File: config.mk
export PLATFORM = sky130hd
export DESIGN_NAME = fan_pwm_ramp_smoothing
export DESIGN_NICKNAME = d
export VERILOG_FILES = /design/src/fan_ramp_pkg.sv /design/src/fan_pwm_ramp_smoothing.sv /design/src/ramp_stepper.sv
export VERILOG_INCLUDE_DIRS = /design/src
export SDC_FILE = /design/constraint.sdc
export NUM_CORES = 1
export LEC_CHECK = 0
export ABC_CLOCK_PERIOD_IN_PS = 11600
export BUFFER_PORTS_ARGS = -buffer_cell sky130_fd_sc_hd__buf_2
export CAP_MARGIN = 5
export CORE_MARGIN = 5
export CORE_UTILIZATION = 49
export CTS_BUF_LIST = sky130_fd_sc_hd__clkbuf_4 sky130_fd_sc_hd__clkbuf_8
export CTS_CLUSTER_DIAMETER = 80
export DETAILED_ROUTE_END_ITERATION = 6
export PLACE_DENSITY = 0.8
export SETUP_SLACK_MARGIN = 0.4
export SLEW_MARGIN = 20
export SYNTH_ARGS = -nofsm -noshare
export SYNTH_HDL_FRONTEND = slang
export SYNTH_SLANG_ARGS = --single-unit
File: constraint.sdc
create_clock -name clk -period 11.6 [get_ports clk]
set_input_delay 0.58 -clock clk [delete_from_list [all_inputs] [get_ports clk]]
set_output_delay 0.58 -clock clk [all_outputs]
set_load 0.01 [all_outputs]
File: src/fan_ramp_consts.svh
`ifndef FAN_RAMP_CONSTS_SVH
`define FAN_RAMP_CONSTS_SVH

// Register byte offsets
`define OFS_RAMP_CFG_B     8'h00
`define OFS_RAMP_CTRL      8'h04
`define OFS_RAMP_STATUS    8'h08

// Ramp configuration register fields
`define CFG_LOCAL_EN_BIT   3
`define CFG_R2_RATE_LSB    4
`define CFG_R2_RATE_MSB    6
`define CFG_R2_EN_BIT      7
`define CFG_RESET          8'h00

// Control register fields
`define CTRL_SLOW_BIT      0
`define CTRL_LOCK_BIT      1
`define CTRL_LRATE_LSB     2
`define CTRL_LRATE_MSB     4
`define CTRL_WIDTH         5
`define CTRL_RESET         5'h00

// Status register fields
`define STAT_LOCAL_LSB     0
`define STAT_R2_LSB        8
`define STAT_OUT_LSB       16

// AXI responses
`define RESP_OKAY          2'h0
`define RESP_SLVERR        2'h2

// Timing: full 0 to 100 % ramp at increment 1, in ms
`define RAMP_FULL_FAST_MS  64'd37500
`define RAMP_FULL_SLOW_MS  64'd52200
`define DUTY_FULL_STEPS    64'd255
`define CLK_KHZ            64'd100000
`define SLOT_FAST_CYCLES   (`RAMP_FULL_FAST_MS * `CLK_KHZ / `DUTY_FULL_STEPS)
`define SLOT_SLOW_CYCLES   (`RAMP_FULL_SLOW_MS * `CLK_KHZ / `DUTY_FULL_STEPS)

`define DUTY_MAX           8'hff

`endif

File: src/fan_ramp_pkg.sv
package fan_ramp_pkg;

  typedef logic [7:0] duty_t;
  typedef logic [2:0] ramp_code_t;

  // Ramp code to per-slot duty increment
  function automatic duty_t ramp_incr(input ramp_code_t code);
    duty_t r;
    r = 8'h01;
    case (code)
      3'h0: r = 8'h01;
      3'h1: r = 8'h02;
      3'h2: r = 8'h03;
      3'h3: r = 8'h04;
      3'h4: r = 8'h08;
      3'h5: r = 8'h0c;
      3'h6: r = 8'h18;
      3'h7: r = 8'h30;
      default: r = 8'h01;
    endcase
    return r;
  endfunction

endpackage

File: src/fan_pwm_ramp_smoothing.sv
// Operation
// - Local smoothing enable (bit 3) ramp-limits duty changes from the local channel.
// - Remote 2 ramp-rate field (bits 6:4) sets the top rate of Remote 2 duty changes, stepping gradually.
// - Fast timebase gives increments 1,2,3,4,8,12,24,48 with full ramps of 37.5 s down to 0.8 s.
// - Slow timebase keeps the increments over a longer slot, full ramps of 52.2 s down to 1.1 s.
// - Remote 2 smoothing enable (bit 7) ramp-limits duty changes from the Remote 2 channel.
// - Once the lock bit is one the register is read-only and later writes are ignored.
`include "fan_ramp_consts.svh"
`timescale 1ns/1ps
`default_nettype none

module fan_pwm_ramp_smoothing #(
  parameter int unsigned SLOT_FAST = 32'(`SLOT_FAST_CYCLES),
  parameter int unsigned SLOT_SLOW = 32'(`SLOT_SLOW_CYCLES)
) (
  input  wire logic                 clk,
  input  wire logic                 rst,
  // AXI4-Lite slave
  input  wire logic [7:0]           s_axi_awaddr,
  input  wire logic                 s_axi_awvalid,
  output logic                      s_axi_awready,
  input  wire logic [31:0]          s_axi_wdata,
  input  wire logic [3:0]           s_axi_wstrb,
  input  wire logic                 s_axi_wvalid,
  output logic                      s_axi_wready,
  output logic [1:0]                s_axi_bresp,
  output logic                      s_axi_bvalid,
  input  wire logic                 s_axi_bready,
  input  wire logic [7:0]           s_axi_araddr,
  input  wire logic                 s_axi_arvalid,
  output logic                      s_axi_arready,
  output logic [31:0]               s_axi_rdata,
  output logic [1:0]                s_axi_rresp,
  output logic                      s_axi_rvalid,
  input  wire logic                 s_axi_rready,
  // Requested duty from the fan control loop, same clock
  input  wire fan_ramp_pkg::duty_t  local_request_duty,
  input  wire fan_ramp_pkg::duty_t  remote2_request_duty,
  // Smoothed duty and drive waveform
  output var   fan_ramp_pkg::duty_t fan_duty_level,
  output logic                      fan_drive_output
);

  // Write channel state
  logic [7:0]            aw_addr_ff;
  logic                  aw_full_ff;
  // Only byte lane 0 carries register bits; upper lanes are dropped
  logic [7:0]            w_data_ff;
  logic                  w_lane0_ff;
  logic                  w_full_ff;
  logic                  bvalid_ff;
  logic [1:0]            bresp_ff;
  // Read channel state
  logic                  rvalid_ff;
  logic [31:0]           rdata_ff;
  logic [1:0]            rresp_ff;
  // Registers
  logic [7:0]            cfg_ff;
  logic [`CTRL_WIDTH-1:0] ctrl_ff;
  // Timebase and drive
  logic [31:0]           slot_cnt_ff;
  logic                  slow_q_ff;
  logic [7:0]            pwm_cnt_ff;
  logic                  drive_ff;
  fan_ramp_pkg::duty_t   level_ff;

  // Handshakes
  logic aw_take;
  logic w_take;
  logic wr_fire;
  logic ar_take;
  assign s_axi_awready = !aw_full_ff && !bvalid_ff;
  assign s_axi_wready  = !w_full_ff && !bvalid_ff;
  assign s_axi_arready = !rvalid_ff;
  assign aw_take       = s_axi_awvalid && s_axi_awready;
  assign w_take        = s_axi_wvalid && s_axi_wready;
  assign wr_fire       = aw_full_ff && w_full_ff && !bvalid_ff;
  assign ar_take       = s_axi_arvalid && s_axi_arready;

  // Byte-address match shared by the read and write decoders
  function automatic logic addr_is(input logic [7:0] addr, input logic [7:0] ofs);
    return addr == ofs;
  endfunction

  // Address decode
  logic wr_cfg;
  logic wr_ctrl;
  logic wr_stat;
  logic wr_hit;
  logic locked;
  logic cfg_we;
  logic ctrl_we;
  assign wr_cfg  = addr_is(aw_addr_ff, `OFS_RAMP_CFG_B);
  assign wr_ctrl = addr_is(aw_addr_ff, `OFS_RAMP_CTRL);
  assign wr_stat = addr_is(aw_addr_ff, `OFS_RAMP_STATUS);
  assign wr_hit  = wr_cfg || wr_ctrl || wr_stat;
  assign locked  = ctrl_ff[`CTRL_LOCK_BIT];
  // Locked writes still answer OKAY; the data is simply dropped
  assign cfg_we  = wr_fire && wr_cfg && w_lane0_ff && !locked;
  assign ctrl_we = wr_fire && wr_ctrl && w_lane0_ff && !locked;

  // Next control value; lock is sticky until reset
  logic [`CTRL_WIDTH-1:0] nxt_ctrl;
  assign nxt_ctrl = w_data_ff[`CTRL_WIDTH-1:0];

  // Fields
  logic                     local_en;
  logic                     r2_en;
  fan_ramp_pkg::ramp_code_t r2_code;
  fan_ramp_pkg::ramp_code_t local_code;
  logic                     slow_sel;
  assign local_en   = cfg_ff[`CFG_LOCAL_EN_BIT];
  assign r2_en      = cfg_ff[`CFG_R2_EN_BIT];
  assign r2_code    = cfg_ff[`CFG_R2_RATE_MSB:`CFG_R2_RATE_LSB];
  assign local_code = ctrl_ff[`CTRL_LRATE_MSB:`CTRL_LRATE_LSB];
  assign slow_sel   = ctrl_ff[`CTRL_SLOW_BIT];

  // Read decode
  logic                rd_cfg;
  logic                rd_ctrl;
  logic                rd_stat;
  logic                rd_hit;
  logic [31:0]         rd_word;
  logic [31:0]         rd_cfg_word;
  logic [31:0]         rd_ctrl_word;
  logic [31:0]         rd_stat_word;
  fan_ramp_pkg::duty_t local_duty;
  fan_ramp_pkg::duty_t r2_duty;
  assign rd_cfg       = addr_is(s_axi_araddr, `OFS_RAMP_CFG_B);
  assign rd_ctrl      = addr_is(s_axi_araddr, `OFS_RAMP_CTRL);
  assign rd_stat      = addr_is(s_axi_araddr, `OFS_RAMP_STATUS);
  assign rd_hit       = rd_cfg || rd_ctrl || rd_stat;
  assign rd_cfg_word  = {24'h000000, cfg_ff};
  assign rd_ctrl_word = {27'h0, ctrl_ff};
  assign rd_stat_word = {8'h00, level_ff, r2_duty, local_duty};
  assign rd_word = rd_cfg  ? rd_cfg_word :
                   rd_ctrl ? rd_ctrl_word :
                   rd_stat ? rd_stat_word :
                             32'h00000000;

  always_ff @(posedge clk or posedge rst) begin
    if (rst) begin
      aw_full_ff <= 1'b0;
      aw_addr_ff <= 8'h00;
    end else if (aw_take) begin
      aw_full_ff <= 1'b1;
      aw_addr_ff <= s_axi_awaddr;
    end else if (wr_fire) begin
      aw_full_ff <= 1'b0;
    end
  end

  always_ff @(posedge clk or posedge rst) begin
    if (rst) begin
      w_full_ff  <= 1'b0;
      w_data_ff  <= 8'h00;
      w_lane0_ff <= 1'b0;
    end else if (w_take) begin
      w_full_ff  <= 1'b1;
      w_data_ff  <= s_axi_wdata[7:0];
      w_lane0_ff <= s_axi_wstrb[0];
    end else if (wr_fire) begin
      w_full_ff  <= 1'b0;
    end
  end

  always_ff @(posedge clk or posedge rst) begin
    if (rst) begin
      bvalid_ff <= 1'b0;
      bresp_ff  <= `RESP_OKAY;
    end else if (wr_fire) begin
      bvalid_ff <= 1'b1;
      bresp_ff  <= wr_hit ? `RESP_OKAY : `RESP_SLVERR;
    end else if (s_axi_bready) begin
      bvalid_ff <= 1'b0;
    end
  end

  always_ff @(posedge clk or posedge rst) begin
    if (rst) begin
      rvalid_ff <= 1'b0;
      rdata_ff  <= 32'h00000000;
      rresp_ff  <= `RESP_OKAY;
    end else if (ar_take) begin
      rvalid_ff <= 1'b1;
      rdata_ff  <= rd_word;
      rresp_ff  <= rd_hit ? `RESP_OKAY : `RESP_SLVERR;
    end else if (s_axi_rready) begin
      rvalid_ff <= 1'b0;
    end
  end

  assign s_axi_bvalid = bvalid_ff;
  assign s_axi_bresp  = bresp_ff;
  assign s_axi_rvalid = rvalid_ff;
  assign s_axi_rdata  = rdata_ff;
  assign s_axi_rresp  = rresp_ff;

  // Configuration registers
  always_ff @(posedge clk or posedge rst) begin
    if (rst) begin
      cfg_ff <= `CFG_RESET;
    end else if (cfg_we) begin
      cfg_ff <= w_data_ff;
    end
  end

  always_ff @(posedge clk or posedge rst) begin
    if (rst) begin
      ctrl_ff <= `CTRL_RESET;
    end else if (ctrl_we) begin
      ctrl_ff <= nxt_ctrl;
    end
  end

  // Slot timebase; restarts when the timebase is switched
  // 32 bits hold the slow slot at the full clock rate
  // Shared tick: a channel's first step after enable lands anywhere within one slot
  logic [31:0] slot_last;
  logic        slot_tick;
  logic        slot_restart;
  logic [31:0] nxt_slot_cnt;
  assign slot_last    = slow_sel ? (SLOT_SLOW - 32'd1)
                                 : (SLOT_FAST - 32'd1);
  assign slot_restart = slow_sel != slow_q_ff;
  assign slot_tick    = !slot_restart && (slot_cnt_ff >= slot_last);
  assign nxt_slot_cnt = (slot_restart || slot_tick) ? 32'd0 : slot_cnt_ff + 32'd1;

  always_ff @(posedge clk or posedge rst) begin
    if (rst) begin
      slot_cnt_ff <= 32'd0;
      slow_q_ff   <= 1'b0;
    end else begin
      slot_cnt_ff <= nxt_slot_cnt;
      slow_q_ff   <= slow_sel;
    end
  end

  // Per-channel slew limiters
  fan_ramp_pkg::duty_t local_incr;
  fan_ramp_pkg::duty_t r2_incr;
  assign local_incr = fan_ramp_pkg::ramp_incr(local_code);
  assign r2_incr    = fan_ramp_pkg::ramp_incr(r2_code);

  ramp_stepper local_step (
    .clk       (clk),
    .rst       (rst),
    .smooth_en (local_en),
    .slot_tick (slot_tick),
    .incr      (local_incr),
    .target    (local_request_duty),
    .duty      (local_duty)
  );

  ramp_stepper remote2_step (
    .clk       (clk),
    .rst       (rst),
    .smooth_en (r2_en),
    .slot_tick (slot_tick),
    .incr      (r2_incr),
    .target    (remote2_request_duty),
    .duty      (r2_duty)
  );

  // Hottest channel wins the fan
  fan_ramp_pkg::duty_t nxt_level;
  logic                nxt_drive;
  assign nxt_level = (local_duty > r2_duty) ? local_duty : r2_duty;
  // Full scale must hold high every period, not 255 of 256
  assign nxt_drive = (level_ff == `DUTY_MAX) || (pwm_cnt_ff < level_ff);

  always_ff @(posedge clk or posedge rst) begin
    if (rst) begin
      level_ff <= 8'h00;
    end else begin
      level_ff <= nxt_level;
    end
  end

  // Free-running period counter, wraps every 256 clocks
  always_ff @(posedge clk or posedge rst) begin
    if (rst) begin
      pwm_cnt_ff <= 8'h00;
    end else begin
      pwm_cnt_ff <= pwm_cnt_ff + 8'h01;
    end
  end

  always_ff @(posedge clk or posedge rst) begin
    if (rst) begin
      drive_ff <= 1'b0;
    end else begin
      drive_ff <= nxt_drive;
    end
  end

  assign fan_duty_level   = level_ff;
  assign fan_drive_output = drive_ff;

endmodule // fan_pwm_ramp_smoothing

`default_nettype wire

File: src/ramp_stepper.sv
`timescale 1ns/1ps
`default_nettype none

module ramp_stepper (
  input  wire logic                  clk,
  input  wire logic                  rst,
  input  wire logic                  smooth_en,
  input  wire logic                  slot_tick,
  input  wire fan_ramp_pkg::duty_t   incr,
  input  wire fan_ramp_pkg::duty_t   target,
  output var   fan_ramp_pkg::duty_t  duty
);

  fan_ramp_pkg::duty_t duty_ff;
  fan_ramp_pkg::duty_t nxt_duty;
  fan_ramp_pkg::duty_t gap;
  logic                rising;
  logic                close;

  assign rising = target > duty_ff;
  assign gap    = rising ? (target - duty_ff) : (duty_ff - target);
  assign close  = gap <= incr;

  // Clamp the step so the duty never overshoots the target
  assign nxt_duty = !smooth_en ? target :
                    !slot_tick ? duty_ff :
                    close      ? target :
                    rising     ? duty_ff + incr : duty_ff - incr;

  always_ff @(posedge clk or posedge rst) begin
    if (rst) begin
      duty_ff <= 8'h00;
    end else begin
      duty_ff <= nxt_duty;
    end
  end

  assign duty = duty_ff;

endmodule // ramp_stepper

`default_nettype wire

==> impl_metrics.yaml <==
status:
  status: "finished clean"
sta:
  whs_ns: 0.176
  clock_skew_ns: 0.0136
  finalCriticalPeriod_ns: 5.19
  rsz0062_at_grt: "false"
  period_share: 0.447
  hold_viol: 0
  worstMarginPinSlew_ns: 1.01
  relSlewSlack: 0.322
  slew_violations: 0
  fmax_mhz: 193
  fin_tns_setup_ns: 0
  setup_viol: 0
synthesis:
  post-synth-top-count-cell: "dfrtp_1"
  syn_avg_cell_area_um2: 9.77
  yosysTopAreaCell: "dfrtp_1"
  async_reset_ff_frac: 1.00
  synth_area_leaders: "dfrtp_1, ha_1, mux2_2, mux2i_1, xnor2_1"
  synth_seq_cells: 126
  ys_types: 73
  ys_seq_area_frac: 0.368
  yosysTopAreaCellShare: 0.368
  yosys-top-cells-count: "dfrtp_1, ha_1, nor2_1, inv_1, nand2_1"
  synth_ff_type: "dfrtp_1"
  syn-cell-area_um2: 8570
  yosysWarnings: 0
  syn_inst: 878
  synth_edf_count: 0
clocking:
  hold_buffers: 0
  clk_latency_ns: 0.45
  clock-sinks: 126
  post_cts_buffers: 0
  clock_path_buffers: 2
  cts_made_buffers: 17
  root_buffer: "clkbuf_8"
  cts_resized: 0
  cts.clk_slew.worst_paths_ns: 0.08
  cts_tree: "done"
  cts_max_level: 4
placement:
  port_buffers: 87
  gp_congestion: 0.913
  dp_hpwl_um: 14700
  placed_area_um2: 9150
grt:
  overflow: 0
  grt_pass1_wl_um: 32300
  grtUsageTotal: 0.198
  grt_max_degree: 87
  grt_pass1_vias: 6539
  antenna_found_initial: 1
power_and_ir_drop:
  power.density_nw_per_um2: 173
  leakagePower_nw: 4.71
  vdd_ir_drop_max_mv: 0.101
routing:
  dr.pass1.iters: 5
  initialDrtViolationCount: 457
  via_per_inst: 5.51
  detail_route.wirelength_um: 19500
  num_vias: 6619
  drc: 0
  wl_per_cell_um: 16.2
  ant_nets: 0
finish:
  nNetsFinal: 1138
  area_delta_synth_final_pct: 11.8
  layout-drive-gt1-share: 0.183
  n_antenna_cell: 0
  final_area_um2: 9590
  fill_cells: 1499
die:
  rows: 48
  io_pins: 125
  core_um2: 17200
  start_util: 0.497
  die_h_um: 142
  chipWidth_um: 142
  dieArea_um2: 20200
critical_path:
  required_ns: 11.92
  slowest_delay_ns: 0.62
  start_kind: "flip-flop"
  cp.arrival_ns: 5.51
  critPathMostFrequentCell: "a21oi_1"
  cp_slowest_cell: "dfrtp_1"
  path_delay_family: "compound AO/OA/AOI/OAI gates"
  r2r_cells: 18
  r2r_end: "local_step.duty[6]"
  worstPathCellList: "inv_1 -> fa_1 -> a21o_1 -> a21oi_2 -> o21ai_2 -> nand2_2 -> mux2_2 -> a2111oi_0 -> nor3_1 -> xor2_1 -> ha_1 -> o21a_1 -> o22ai_1 -> a21oi_1 -> nor2_1 -> a31oi_2 -> a21oi_1 -> o32a_1"
  endpoint_kind: "flip-flop"
  reg2reg_slack_ns: 6.41
  crit_fanout: 10
  critPathKind: "reg -> reg"
  r2r-start: "local_step.duty[1]"
  cp_num_buf_inv: 1
worst_hold_path:
  hold_path_class: "in -> async"
run:
  cap_violations: 0
-- through the flow --
stage	setup WS (ns)	cells	power, mW	utilization
detailed placement	6.37	1170	1.24	0.531
finish	6.41	1202	1.66	0.556
global placement	6.40	1170	1.21	0.531
CTS	6.46	1202	1.67	0.556
global route	6.14	1202	1.78	0.556
floorplan	7.15	893	1.09	-
-- worst max-delay path by stage --
stage | start | endpoint | slack [ns] | cells past startpoint
floorplan | local_request_duty[0] | local_step.duty[6] | 7.15 | 20
global placement | local_request_duty[0] | local_step.duty[6] | 6.40 | 21
detailed placement | local_request_duty[0] | local_step.duty[6] | 6.37 | 21
CTS | local_step.duty[1] | local_step.duty[6] | 6.46 | 18
global route | local_step.duty[1] | local_step.duty[6] | 6.14 | 18
finish | local_step.duty[1] | local_step.duty[6] | 6.41 | 18
-- cell usage in the layout, fill, tap and decap left out, types with 28 or more instances in the layout --
cell and n:
a21oi_1 42, o21ai_0 38, mux2i_1 29, nor2_1 69
xnor2_1 32, inv_1 63, xor2_1 30, nand3_1 34
ha_1 93, dfrtp_1 126, buf_2 87, nand2_1 57
mux2_2 28
-- power breakdown --
part	switching, mW	internal [mW]
registers	0.0693	0.505
clock network	0.192	0.229
logic	0.362	0.301
-- routing by layer --
metal | part of all wire | global-route usage
met2 | 0.46 | 0.318
met3 | 0.058 | 0.0373
met4 | 0.012 | 0.0566
met1 | 0.47 | 0.275
met5 | 0.00056 | 0
-- logic make-up after synthesis --
family / share of synthesized area
adders and majority gates: 0.150
and+or+nand+nor: 0.141
xor gates and xnor gates: 0.0633
buffers and inverters: 0.0530
DFF: 0.368
AOI/OAI and AO/OA: 0.153
other: 0.000437
muxes: 0.0719
-- state kept, by name (all words and copies together), names as in the netlist, 5 cells and up --
| name | cells |
|---|---|
| slot_cnt_ff | 32 |
| s_axi_rdata | 24 |
| aw_addr_ff | 8 |
| cfg_ff | 8 |
| fan_duty_level | 8 |
| local_step.duty | 8 |
| pwm_cnt_ff | 8 |
| remote2_step.duty | 8 |
| w_data_ff | 8 |
| ctrl_ff | 5 |
-- area by class of cell --
class                      instances  area [um^2]  area share
multi-input combinational        666         5030       0.524
sequential                       126         3150       0.329
timing repair buffer              88          447      0.0466
tap                              225          282      0.0294
clock buffer                      19          262      0.0273
inverter                          65          246      0.0257
clock inverter                    13          175      0.0183
Power figures use the tool's default switching activity.
